===== config.mk =====
export PLATFORM = sky130hd
export DESIGN_NAME = ucr_top
export DESIGN_NICKNAME = d
export VERILOG_FILES = /design/src/design/ucr_pkg.sv /design/src/design/ucr_top.sv /design/src/design/ucr_match.sv /design/src/design/ucr_axil.sv
export SDC_FILE = /design/constraint.sdc
export NUM_CORES = 1
export LEC_CHECK = 0
export ABC_AREA = 1
export BUFFER_PORTS_ARGS = -buffer_cell sky130_fd_sc_hd__buf_4
export CORE_ASPECT_RATIO = 0.6
export CORE_MARGIN = 4
export CORE_UTILIZATION = 50
export CTS_CLUSTER_DIAMETER = 40
export DETAILED_ROUTE_END_ITERATION = 16
export GPL_TIMING_DRIVEN = 0
export HOLD_SLACK_MARGIN = 0.15
export PLACE_DENSITY_LB_ADDON = 0.1
export SYNTH_ARGS = -nofsm -noshare
export SYNTH_HDL_FRONTEND = slang
export SYNTH_SLANG_ARGS = --single-unit

===== constraint.sdc =====
create_clock -name CORE_CLK -period 2 [get_ports CORE_CLK]
set_input_delay 0.2 -clock CORE_CLK [delete_from_list [all_inputs] [get_ports CORE_CLK]]
set_output_delay 0.2 -clock CORE_CLK [all_outputs]
set_load 0.05 [all_outputs]

===== src/design/ucr_pkg.sv =====
// Constants shared by the character recognition block.
// Assumes a 32-bit AXI4-Lite register port and two receive channels.
package ucr_pkg;
    // Channel count and register address width
    localparam int NCH = 2;
    localparam int AW = 8;
    // Register offsets inside one channel window, window stride 0x20
    localparam logic [7:0] OFF_MODE = 8'h00;
    localparam logic [7:0] OFF_RESUME = 8'h04;
    localparam logic [7:0] OFF_PAUSE = 8'h08;
    localparam logic [7:0] OFF_ADDR = 8'h0c;
    localparam logic [7:0] OFF_FLOW = 8'h10;
    localparam logic [7:0] OFF_INT = 8'h14;
    localparam logic [7:0] OFF_MASK = 8'h18;
    localparam logic [7:0] OFF_CMD = 8'h1c;
    localparam int CH_BIT = 5;
    // Mode register zero fields
    localparam int MB_RECOG = 0;
    localparam int MB_AUTO_TX = 1;
    localparam int MB_MDROP = 2;
    localparam int MB_DOZE = 3;
    localparam int MB_FLAG = 4;
    localparam int MB_STRIP_FLOW = 5;
    localparam int MB_STRIP_ADDR = 6;
    // Recognition status fields (sticky part plus two live states)
    localparam int SB_RESUME = 0;
    localparam int SB_PAUSE = 1;
    localparam int SB_ADDR = 2;
    localparam int SB_TXPAUSED = 3;
    localparam int SB_RXEN = 4;
    // Interrupt status and mask fields
    localparam int IB_FLOW = 0;
    localparam int IB_ADDR = 1;
    // Values after reset
    localparam logic [7:0] MODE_RST = 8'h00;
    localparam logic [1:0] MASK_RST = 2'h0;
    // Standard flow codes
    localparam logic [7:0] RESUME_STD = 8'h11;
    localparam logic [7:0] PAUSE_STD = 8'h13;
    // Command field in channel A command register, bits 9:8
    localparam logic [1:0] CMD_GANG_WRITE = 2'h1;
    localparam logic [1:0] CMD_GANG_LOAD = 2'h2;
    // Bus responses
    localparam logic [1:0] RESP_OKAY = 2'h0;
    localparam logic [1:0] RESP_SLVERR = 2'h2;

    // Aligned address inside the two channel windows
    function automatic logic mapped(input logic [AW-1:0] a);
        return a[7:6] == 2'h0 && a[1:0] == 2'h0;
    endfunction
endpackage


===== src/design/ucr_top.sv =====
// Received character recognition for two UART channels, with registers.
// Assumes receivers on CORE_CLK offering one assembled character per pulse.
module ucr_top (
    input wire logic CORE_CLK,
    input wire logic RSTN,
    input wire logic [7:0] AXI_AWADDR,
    input wire logic AXI_AWVALID,
    output logic AXI_AWREADY,
    input wire logic [31:0] AXI_WDATA,
    input wire logic [3:0] AXI_WSTRB,
    input wire logic AXI_WVALID,
    output logic AXI_WREADY,
    output logic [1:0] AXI_BRESP,
    output logic AXI_BVALID,
    input wire logic AXI_BREADY,
    input wire logic [7:0] AXI_ARADDR,
    input wire logic AXI_ARVALID,
    output logic AXI_ARREADY,
    output logic [31:0] AXI_RDATA,
    output logic [1:0] AXI_RRESP,
    output logic AXI_RVALID,
    input wire logic AXI_RREADY,
    input wire logic PRESET,
    input wire logic [1:0] RX_VALID,
    input wire logic [8:0] RX_CHAR [2],
    input wire logic [1:0] RX_ERR [2],
    input wire logic [1:0] QUEUE_FULL,
    output logic [1:0] PUSH_VALID,
    output logic [8:0] PUSH_CHAR [2],
    output logic [1:0] PUSH_ERR [2],
    output logic [1:0] OVERRUN,
    output logic [1:0] TX_PAUSED,
    output logic [1:0] RX_ENABLED,
    output logic IRQ
);
    localparam int NCH = ucr_pkg::NCH;

    logic [7:0] mode_q [NCH];
    logic [7:0] resume_q [NCH];
    logic [7:0] pause_q [NCH];
    logic [7:0] addr_q [NCH];
    logic [2:0] seen_q [NCH];
    logic [1:0] int_q [NCH];
    logic [1:0] mask_q [NCH];
    logic [NCH-1:0] m_res, m_pau, m_adr, m_for;
    logic [NCH-1:0] acc, hr, hp, ha, hf, strip, pass;
    logic pre_s1_q, pre_s2_q;
    logic wr_en, wr_ok, rd_ok, gang_wr, gang_ld;
    logic [7:0] wr_addr, rd_addr;
    logic [31:0] wr_data, rd_data;
    logic [3:0] wr_strb;

    // Register hit for channel c at a given offset
    function automatic logic hit(input logic [7:0] a, input int c, input logic [7:0] off);
        return a[ucr_pkg::CH_BIT] == c[0] && {3'h0, a[4:0]} == off;
    endfunction

    function automatic logic wr_hit(input int c, input logic [7:0] off);
        return wr_en && wr_ok && wr_strb[0] && hit(wr_addr, c, off);
    endfunction

    ucr_axil #(.AW(ucr_pkg::AW)) u_axil (
        .clk(CORE_CLK),
        .rst_n(RSTN),
        .awaddr(AXI_AWADDR),
        .awvalid(AXI_AWVALID),
        .awready(AXI_AWREADY),
        .wdata(AXI_WDATA),
        .wstrb(AXI_WSTRB),
        .wvalid(AXI_WVALID),
        .wready(AXI_WREADY),
        .bresp(AXI_BRESP),
        .bvalid(AXI_BVALID),
        .bready(AXI_BREADY),
        .araddr(AXI_ARADDR),
        .arvalid(AXI_ARVALID),
        .arready(AXI_ARREADY),
        .rdata(AXI_RDATA),
        .rresp(AXI_RRESP),
        .rvalid(AXI_RVALID),
        .rready(AXI_RREADY),
        .wr_en(wr_en),
        .wr_addr(wr_addr),
        .wr_data(wr_data),
        .wr_strb(wr_strb),
        .wr_ok(wr_ok),
        .rd_addr(rd_addr),
        .rd_data(rd_data),
        .rd_ok(rd_ok)
    );

    assign wr_ok = ucr_pkg::mapped(wr_addr);
    assign rd_ok = ucr_pkg::mapped(rd_addr);

    // Gang commands live only in the channel A command register
    assign gang_wr = wr_en && wr_ok && wr_strb[1] && hit(wr_addr, 0, ucr_pkg::OFF_CMD)
        && wr_data[9:8] == ucr_pkg::CMD_GANG_WRITE;
    assign gang_ld = wr_en && wr_ok && wr_strb[1] && hit(wr_addr, 0, ucr_pkg::OFF_CMD)
        && wr_data[9:8] == ucr_pkg::CMD_GANG_LOAD;

    // Preset pin synchroniser
    always_ff @(posedge CORE_CLK) begin
        if (!RSTN) begin
            pre_s1_q <= 1'b0;
            pre_s2_q <= 1'b0;
        end else begin
            pre_s1_q <= PRESET;
            pre_s2_q <= pre_s1_q;
        end
    end

    // Comparison characters: deliberately no reset value
    always_ff @(posedge CORE_CLK) begin
        for (int c = 0; c < NCH; c++) begin
            if (pre_s2_q) begin
                resume_q[c] <= ucr_pkg::RESUME_STD;
                pause_q[c] <= ucr_pkg::PAUSE_STD;
            end else if (gang_ld) begin
                resume_q[c] <= ucr_pkg::RESUME_STD;
                pause_q[c] <= ucr_pkg::PAUSE_STD;
            end else if (gang_wr) begin
                resume_q[c] <= wr_data[7:0];
                pause_q[c] <= wr_data[7:0];
            end else begin
                if (wr_hit(c, ucr_pkg::OFF_RESUME)) resume_q[c] <= wr_data[7:0];
                if (wr_hit(c, ucr_pkg::OFF_PAUSE)) pause_q[c] <= wr_data[7:0];
            end
            if (gang_wr) begin
                addr_q[c] <= wr_data[7:0];
            end else if (wr_hit(c, ucr_pkg::OFF_ADDR)) begin
                addr_q[c] <= wr_data[7:0];
            end
        end
    end

    // Mode and mask; reset clears recognition enable and all masks
    always_ff @(posedge CORE_CLK) begin
        for (int c = 0; c < NCH; c++) begin
            if (!RSTN) begin
                mode_q[c] <= ucr_pkg::MODE_RST;
                mask_q[c] <= ucr_pkg::MASK_RST;
            end else begin
                if (wr_hit(c, ucr_pkg::OFF_MODE)) mode_q[c] <= wr_data[7:0];
                if (wr_hit(c, ucr_pkg::OFF_MASK)) mask_q[c] <= wr_data[1:0];
            end
        end
    end

    // One comparator per channel, always running
    for (genvar g = 0; g < NCH; g++) begin : g_cmp
        ucr_match u_match (
            .chr(RX_CHAR[g]),
            .resume_chr(resume_q[g]),
            .pause_chr(pause_q[g]),
            .addr_chr(addr_q[g]),
            .flag_mode(mode_q[g][ucr_pkg::MB_FLAG]),
            .hit_resume(m_res[g]),
            .hit_pause(m_pau[g]),
            .hit_addr(m_adr[g]),
            .foreign_addr(m_for[g])
        );
    end

    // Qualify matches at the queue transfer point
    always_comb begin
        for (int c = 0; c < NCH; c++) begin
            acc[c] = RX_VALID[c] && !QUEUE_FULL[c];
            hr[c] = acc[c] && mode_q[c][ucr_pkg::MB_RECOG] && m_res[c];
            hp[c] = acc[c] && mode_q[c][ucr_pkg::MB_RECOG] && m_pau[c];
            ha[c] = acc[c] && mode_q[c][ucr_pkg::MB_RECOG] && mode_q[c][ucr_pkg::MB_MDROP] && m_adr[c];
            hf[c] = acc[c] && mode_q[c][ucr_pkg::MB_RECOG] && mode_q[c][ucr_pkg::MB_MDROP]
                && mode_q[c][ucr_pkg::MB_DOZE] && m_for[c];
            strip[c] = ((hr[c] || hp[c]) && mode_q[c][ucr_pkg::MB_STRIP_FLOW])
                || (ha[c] && mode_q[c][ucr_pkg::MB_STRIP_ADDR]);
            pass[c] = acc[c] && (!mode_q[c][ucr_pkg::MB_MDROP] || RX_ENABLED[c] || ha[c])
                && !hf[c] && !strip[c];
        end
    end

    // Push toward the receive queue, errors carried unchanged
    always_ff @(posedge CORE_CLK) begin
        for (int c = 0; c < NCH; c++) begin
            if (!RSTN) begin
                PUSH_VALID[c] <= 1'b0;
                OVERRUN[c] <= 1'b0;
                PUSH_CHAR[c] <= '0;
                PUSH_ERR[c] <= '0;
            end else begin
                PUSH_VALID[c] <= pass[c];
                OVERRUN[c] <= RX_VALID[c] && QUEUE_FULL[c];
                if (acc[c]) begin
                    PUSH_CHAR[c] <= RX_CHAR[c];
                    PUSH_ERR[c] <= RX_ERR[c];
                end
            end
        end
    end

    // Transmitter gating from recognised flow characters
    always_ff @(posedge CORE_CLK) begin
        for (int c = 0; c < NCH; c++) begin
            if (!RSTN) begin
                TX_PAUSED[c] <= 1'b0;
            end else if (mode_q[c][ucr_pkg::MB_AUTO_TX]) begin
                if (hp[c]) TX_PAUSED[c] <= 1'b1;
                else if (hr[c]) TX_PAUSED[c] <= 1'b0;
            end
        end
    end

    // Multi-drop receiver enable, set by own address and cleared by a doze
    always_ff @(posedge CORE_CLK) begin
        for (int c = 0; c < NCH; c++) begin
            if (!RSTN) begin
                RX_ENABLED[c] <= 1'b0;
            end else if (ha[c]) begin
                RX_ENABLED[c] <= 1'b1;
            end else if (hf[c]) begin
                RX_ENABLED[c] <= 1'b0;
            end
        end
    end

    // Sticky recognition and interrupt status, set beats write-one clear
    always_ff @(posedge CORE_CLK) begin
        for (int c = 0; c < NCH; c++) begin
            if (!RSTN) begin
                seen_q[c] <= '0;
                int_q[c] <= '0;
            end else begin
                seen_q[c] <= (seen_q[c] & ~(wr_hit(c, ucr_pkg::OFF_FLOW) ? wr_data[2:0] : 3'h0))
                    | {ha[c], hp[c], hr[c]};
                int_q[c] <= (int_q[c] & ~(wr_hit(c, ucr_pkg::OFF_INT) ? wr_data[1:0] : 2'h0))
                    | {ha[c], hr[c] || hp[c]};
            end
        end
    end

    // Interrupt when any unmasked status bit is set
    assign IRQ = |(int_q[0] & mask_q[0]) || |(int_q[1] & mask_q[1]);

    // Register read multiplexer
    always_comb begin
        logic ch;
        logic [7:0] off;
        ch = rd_addr[ucr_pkg::CH_BIT];
        off = {3'h0, rd_addr[4:0]};
        rd_data = 32'h0;
        case (off)
            ucr_pkg::OFF_MODE: rd_data[7:0] = mode_q[ch];
            ucr_pkg::OFF_RESUME: rd_data[7:0] = resume_q[ch];
            ucr_pkg::OFF_PAUSE: rd_data[7:0] = pause_q[ch];
            ucr_pkg::OFF_ADDR: rd_data[7:0] = addr_q[ch];
            ucr_pkg::OFF_FLOW: rd_data[4:0] = {RX_ENABLED[ch], TX_PAUSED[ch], seen_q[ch]};
            ucr_pkg::OFF_INT: rd_data[1:0] = int_q[ch];
            ucr_pkg::OFF_MASK: rd_data[1:0] = mask_q[ch];
            default: rd_data = 32'h0;
        endcase
    end
endmodule


===== src/design/ucr_match.sv =====
// Comparator for one channel: received character against three characters.
// Assumes a combinational caller that qualifies the result with a valid.
module ucr_match (
    input wire logic [8:0] chr,
    input wire logic [7:0] resume_chr,
    input wire logic [7:0] pause_chr,
    input wire logic [7:0] addr_chr,
    input wire logic flag_mode,
    output logic hit_resume,
    output logic hit_pause,
    output logic hit_addr,
    output logic foreign_addr
);
    logic addr_eq;

    // Plain 8-bit compares; a break's zero byte compares like any other
    assign hit_resume = chr[7:0] == resume_chr;
    assign hit_pause = chr[7:0] == pause_chr;
    assign addr_eq = chr[7:0] == addr_chr;
    // Flag mode: only characters with bit 8 set are addresses
    assign hit_addr = flag_mode ? (chr[8] && addr_eq) : addr_eq;
    assign foreign_addr = flag_mode && chr[8] && !addr_eq;
endmodule


===== src/design/ucr_axil.sv =====
// AXI4-Lite slave front end turning bus cycles into register strobes.
// Assumes one clock and a synchronous active-low reset.
module ucr_axil #(
    parameter int AW = ucr_pkg::AW
) (
    input wire logic clk,
    input wire logic rst_n,
    input wire logic [AW-1:0] awaddr,
    input wire logic awvalid,
    output logic awready,
    input wire logic [31:0] wdata,
    input wire logic [3:0] wstrb,
    input wire logic wvalid,
    output logic wready,
    output logic [1:0] bresp,
    output logic bvalid,
    input wire logic bready,
    input wire logic [AW-1:0] araddr,
    input wire logic arvalid,
    output logic arready,
    output logic [31:0] rdata,
    output logic [1:0] rresp,
    output logic rvalid,
    input wire logic rready,
    output logic wr_en,
    output logic [AW-1:0] wr_addr,
    output logic [31:0] wr_data,
    output logic [3:0] wr_strb,
    input wire logic wr_ok,
    output logic [AW-1:0] rd_addr,
    input wire logic [31:0] rd_data,
    input wire logic rd_ok
);
    logic aw_full_q;
    logic w_full_q;

    // Each channel holds one item until the response is taken
    assign awready = !aw_full_q;
    assign wready = !w_full_q;
    assign arready = !rvalid;
    assign wr_en = aw_full_q && w_full_q && !bvalid;
    assign rd_addr = araddr;

    // Write address capture
    always_ff @(posedge clk) begin
        if (!rst_n) begin
            aw_full_q <= 1'b0;
            wr_addr <= '0;
        end else if (awvalid && awready) begin
            aw_full_q <= 1'b1;
            wr_addr <= awaddr;
        end else if (bvalid && bready) begin
            aw_full_q <= 1'b0;
        end
    end

    // Write data capture
    always_ff @(posedge clk) begin
        if (!rst_n) begin
            w_full_q <= 1'b0;
            wr_data <= '0;
            wr_strb <= '0;
        end else if (wvalid && wready) begin
            w_full_q <= 1'b1;
            wr_data <= wdata;
            wr_strb <= wstrb;
        end else if (bvalid && bready) begin
            w_full_q <= 1'b0;
        end
    end

    // Write response, one cycle after both halves are held
    always_ff @(posedge clk) begin
        if (!rst_n) begin
            bvalid <= 1'b0;
            bresp <= ucr_pkg::RESP_OKAY;
        end else if (wr_en) begin
            bvalid <= 1'b1;
            bresp <= wr_ok ? ucr_pkg::RESP_OKAY : ucr_pkg::RESP_SLVERR;
        end else if (bready) begin
            bvalid <= 1'b0;
        end
    end

    // Read answer registered at the address handshake
    always_ff @(posedge clk) begin
        if (!rst_n) begin
            rvalid <= 1'b0;
            rdata <= '0;
            rresp <= ucr_pkg::RESP_OKAY;
        end else if (arvalid && arready) begin
            rvalid <= 1'b1;
            rdata <= rd_ok ? rd_data : 32'h0;
            rresp <= rd_ok ? ucr_pkg::RESP_OKAY : ucr_pkg::RESP_SLVERR;
        end else if (rready) begin
            rvalid <= 1'b0;
        end
    end
endmodule


Word-level counts from Yosys, hierarchy flattened
Memory sizes are Yosys's and may differ from the RTL's. Cells that the tools add are included.

Bits in registers: 92. Memory bits (writable): 78. Bits of input ports: 86. Logic and storage cells: 309. Memories kept: 7.

Memories: addr_q (depth 2, bits a word 8, read ports 3, clocked after Yosys merged registers in 0, write ports 2, RTL line ucr_top.sv:41) `logic [7:0] addr_q [NCH];`; mode_q (depth 2, bits a word 8, read ports 3, clocked after Yosys merged registers in 0, write ports 2, RTL line ucr_top.sv:38) `logic [7:0] mode_q [NCH];`; pause_q (depth 2, bits a word 8, read ports 3, clocked after Yosys merged registers in 0, write ports 2, RTL line ucr_top.sv:40) `logic [7:0] pause_q [NCH];`; resume_q (depth 2, bits a word 8, read ports 3, clocked after Yosys merged registers in 0, write ports 2, RTL line ucr_top.sv:39) `logic [7:0] resume_q [NCH];`; seen_q (depth 2, bits a word 3, read ports 3, clocked after Yosys merged registers in 0, write ports 2, RTL line ucr_top.sv:42) `logic [2:0] seen_q [NCH];`; int_q (depth 2, bits a word 2, read ports 3, clocked after Yosys merged registers in 0, write ports 2, RTL line ucr_top.sv:43) `logic [1:0] int_q [NCH];`; 1 more memories.

Order comparisons: 1. Equal/unequal tests: 21. Mux-type cells: 103. Bitwise logic cells: 37. Reduce and logical (&&, ||, !) cells: 118.

Operators by type and width (number): 2-to-1 mux 8 bit (17); logical AND 1 bit (77); 2-to-1 mux 1 bit (71); equality test 8 bit (6); equality test 5 bit (second input constant) (7); bitwise OR 1 bit (22); equality test 5 x 4 -> 1 bit (second input constant) (4); 2-to-1 mux 2 bit (8); nonzero test 2 bit (8); one-hot mux 3 bit (5 select lines) (1); zero test 1 bit (14); one-hot mux 2 bit (7 select lines) (1); 2-to-1 mux 3 bit (4); one-hot mux 3 bit (4 select lines) (1); equality test 5 x 3 -> 1 bit (second input constant) (2); zero test 5 bit (2); logical OR 1 bit (9); AND 2 bit (4); zero test 2 bit (4); AND 3 bit (2); inverter 3 bit (2); bitwise OR 3 bit (2); inverter 2 bit (2); bitwise OR 2 bit (2); 6 further kinds (8).

Logic depth before layout (Yosys ltp)
Word-level depth: 12. Gate-level depth with buffers: 11. Mapped depth without buffers: 11.

Hierarchy
Synthesis repeated with hierarchy kept, for this count alone.

Cell total of the unflattened synthesis: 1255. Area, all modules: 9470.3 µm².

By module, submodules not included: ucr_top (times used 1, cells an instance 595, area each 5142.4 µm²); ucr_axil (times used 1, cells an instance 472, area each 3432.0 µm²); ucr_match (times used 2, cells an instance 94, area each 447.9 µm²).

Least setup slack after synthesis
No wires, ideal clock.

Kind: flip-flop to flip-flop. Start: register u_axil.bvalid. End: memory addr_q[0][0] (enable). Arrival: 1.956 ns. Data required time: 1.616 ns. Path slack: -0.340 ns. Stages on the path, launching flop included: 7. Period minus slack after synthesis: 2.340 ns. Cell sequence: dfxtp_1 inv_1 nand3_2 nor2_8 nand2_4 or3_1 o21ai_0.

RTL lines: start: declaration (RTL line ucr_axil.sv:16) `output logic bvalid,`; start signal: assignment (RTL line ucr_axil.sv:75) `bvalid <= 1'b0;`; start signal: assignment (RTL line ucr_axil.sv:78) `bvalid <= 1'b1;`; start signal: assignment (RTL line ucr_axil.sv:81) `bvalid <= 1'b0;`; end: declaration (RTL line ucr_top.sv:41).

Worst setup path in the final report
Start: input QUEUE_FULL[0]. End: register PUSH_VALID[0].

Word-level cells in the longest chain between the ends: 9. Elaborated cells on any way between the ends: 19.

RTL lines: start: declaration (RTL line ucr_top.sv:27) `input wire logic [1:0] QUEUE_FULL,`; zero test 1 bit * (RTL line ucr_top.sv:167) `acc[c] = RX_VALID[c] && !QUEUE_FULL[c];`; logical AND 1 bit * (RTL line ucr_top.sv:167); logical AND 1 bit; logical AND 1 bit, on equally long branches; logical AND 1 bit, or another cell as far along (RTL line ucr_top.sv:170) `ha[c] = acc[c] && mode_q[c][ucr_pkg::MB_RECOG] && mode_q[c][ucr_pkg::MB_MDROP] && m_adr[c];`; logical OR 1 bit, or another cell as far along (RTL line ucr_top.sv:175) `pass[c] = acc[c] && (!mode_q[c][ucr_pkg::MB_MDROP] || RX_ENABLED[c] || ha[c])`; logical AND 1 bit, or another cell as far along (RTL line ucr_top.sv:175); logical AND 1 bit or zero test 1 bit (tied branches) (RTL line ucr_top.sv:176) `&& !hf[c] && !strip[c];`; logical AND 1 bit * (RTL line ucr_top.sv:176); end signal: indexed assignment (RTL line ucr_top.sv:189) `PUSH_VALID[c] <= pass[c];`; end: declaration (RTL line ucr_top.sv:28) `output logic [1:0] PUSH_VALID,`.

Every way passes the cells marked *; elsewhere a longest branch is shown, timed or not. A chain may end at the register's enable or synchronous reset.

==> results.md <==
* Post-layout nets at 1275
* Area grow syn2layout at 30.7%
* Cell at the root of the clock tree: clkbuf_16
* Worst Setup Path Type: in2reg
* Detailed placer's ending HPWL at 18.9 mm
* Detailed Route WL at 24.8 mm
* DR vias at 7278
* Full die area at 16800 um^2
* Hold Path Class: in2reg
* CP Max Fanout at 5
* Number of placed I/O pins at 158
* Fraction of synthesis flops using an asynchronous set or reset pin at 0
* Dominant cells by area after synthesis: edfxtp_1, dfxtp_1, nand2_1, nor2_1, inv_1
* Post-place setup slack at -0.261 ns
* Avg Synthesized Cell Area at around 7.4 um^2
* Remaining DRCs at 0
* Number of nets with antenna violations after routing at 0
* Startpoint of the worst hold path: RX_CHAR[10]
* Number of library cell types mapped by synthesis at 33
* Drt first-iter violations at approximately 860
* First-pass GRT wire length at 36.6 mm
* Synthesized instance count at around 990
* Core footprint at 14500 um^2
* Lkg Pwr at approximately 4.5 nW
* CP Capture Type: flop
* Count of state elements after synthesis at 144
* Fill cells at 1283
* Number of pins with negative max-slew slack in the final report at 0
* Maximum VDD drop at around 0.00045 V
* Leading cell type in the layout, fill and taps excluded: nand2_1
* Multi-input gate area at 3230 um^2
* Headroom to the max-slew limit at 0.462
* Maximum number of pins on one net before global-route repair at 17
* Via density per instance at 5.20
* Die outline height at 102 um
* Final cycle utilization of the critical path at 0.945
* Proportion of netlist area held by the largest area contributor at 0.277
* Sequential fraction of the synthesis area at 0.483
* Initial cell density of the core at 0.510
* WP data arrival at 2.21 ns
* # diodes at 0
* # clock sinks at 144
* R2R Path Start: u_axil.wr_addr[0]
* Setup repair after global routing missed its margin: no
* Type of origin of the critical path: primary input
* Cell taking the most area after synthesis: edfxtp_1
* TritonCTS clock tree: done
* Number of hold-slack violations in the final timing report at 0
* Horizontal die dimension at roughly 160 um
* Area of the mapped netlist at 7380 um^2
* Clock period minus worst slack at 1.89 ns
* Clock insertion delay at the later pin of the skew report at 0.43 ns
* Power per standard cell area at 783 nW/um^2
* Clock buffer count from CTS at 17
* Grt total ovfl at 0
* Crit path required time at 2.32 ns
* Global Route Usage Sum at 0.297
* Fraction of layout cells with a size suffix above 1 at 0.181
* Setup slack of the critical path after layout at 0.111 ns
* Final clock skew at 0.0105 ns
* Run status: completed
* Number of maximum-capacitance constraint violations at 0
* Cell count after placement at 1320
* Number of detailed-route iterations in the first pass at 5
* Final setup violation count at 0
* Final estimated routing congestion in global placement at 0.975
* Warnings, synthesis at 0
* # rows at 34
* Most frequently used flop master after synthesis: dfxtp_1
* Maximum achievable frequency at 529 MHz
* Sequential cell area in the final layout at 3560 um^2
* Clock input transition at the sequential cells of the worst setup and hold paths at 0.06 ns
* Startpoint of the most critical setup path: QUEUE_FULL[0]
* Vias in the first global route at 6446
* Number of standard cells in the layout, taps in and fillers out at 1400
* EDFF count, synth at just under 70
* Worst-Margin Slew at between 0.8 and 0.9 ns
* Number of antenna violations at the first check in global routing at 0
* Maximum buffer depth of the clock tree at 2
* Top library cells by usage in the layout, fill and taps aside: nand2_1, buf_4, nor2_1
* CTS H-tree depth at 4
* Average detailed-routed wire length per instance at about 18 um
* Port Buffers at 105
## worst paths after layout
kind,endpoint,slack (ns),cells past startpoint
max,PUSH_VALID[0],0.11,12
max reg2reg,pause_q[1][0],0.12,8
min,PUSH_CHAR[10],0.16,3
min reg2reg,pre_s2_q,0.42,2
## logic make-up (layout without fill, tap and decap cells)
group | after synthesis | count (layout) | share of synthesized area
AND/OR/NAND/NOR | 521 | 521 | 0.302
XOR/XNOR | 13 | 13 | 0.0154
AO/OA/AOI/OAI | 141 | 141 | 0.0975
other | 1 | 26 | 0.000508
flip-flops | 144 | 144 | 0.483
buffers and inverters | 172 | 357 | 0.102
## timing repair
item                                    4_1_cts  5_1_grt
endpoints found under the setup margin       32       60
endpoints found under the hold margin        46        0
hold buffers                                 46        0
buffers inserted                              0        2
pin swaps                                     0        2
cloned                                        0        0
gates resized for setup                       4       13
## registers in the layout, summed over array words and instances (netlist names), 8 cells and up
signal          cells
PUSH_CHAR          18
addr_q             16
mode_q             16
pause_q            16
resume_q           16
u_axil.rdata        8
u_axil.wr_addr      8
u_axil.wr_data     10
## cell type report
| class | instances | share of cell area |
|---|---|---|
| clock buffer | 19 | 0.0459 |
| multi-input combinational | 701 | 0.334 |
| timing repair buffer | 153 | 0.134 |
| inverter | 121 | 0.0471 |
| clock inverter | 13 | 0.0131 |
| sequential | 144 | 0.369 |
| buffer | 51 | 0.0310 |
| tap | 198 | 0.0257 |
## critical path, cell delays in order
cell and delay (ns):
dlygate4sd3_1 0.53, buf_4 0.14, inv_1 0.05, nand2_1 0.22, nor2_2 0.26, nand3_1 0.12, nor2_1 0.21, nand2_1 0.15
nand2_1 0.17, nand2_1 0.07, nand2_1 0.06, nor2_1 0.04
## routing by layer
metal  global-route usage  wire, um
met1                0.459     11300
met2                0.407      9900
met3               0.0693      3080
met4               0.0971       535
met5                    0         0
## per-stage QoR
stage,total power [mW],TNS [ns],hold slack (ns),instance area [um^2],util
finish,7.56,0,0.162,9650,0.667
detailed placement,4.41,-4.33,0.386,8520,0.589
global placement,4.40,-4.32,0.385,8520,0.589
floorplan,4.03,0,0.298,7480,-
global route,7.79,0,0.173,9650,0.667
CTS,7.54,-0.420,0.153,9570,0.662
## synth_stat cells, types with 2 or more instances
cell type  instances
a31oi_1            2
o22ai_1            2
nor2_4             5
clkinv_1           3
o21ai_0           75
nand2_1          301
nor2_2             6
inv_1            112
xnor2_1           13
nand3_1           61
nor2_8             4
nand4_1           11
inv_2              6
buf_2              8
nand2_4            2
clkbuf_1          16
or2_2              3
nor3_1             2
a21oi_1           58
dfxtp_1           76
nor2_1           121
buf_4             26
edfxtp_1          68
nand3_2            2
## report_power, final
| part | switching [mW] | internal, mW | leakage [nW] |
|---|---|---|---|
| Combinational | 0.782 | 0.375 | 2.94 |
| Clock | 1.33 | 1.77 | 0.279 |
| Sequential | 0.104 | 3.20 | 1.25 |
| Total | 2.22 | 5.34 | 4.47 |
(Power assumes the default switching activity.)
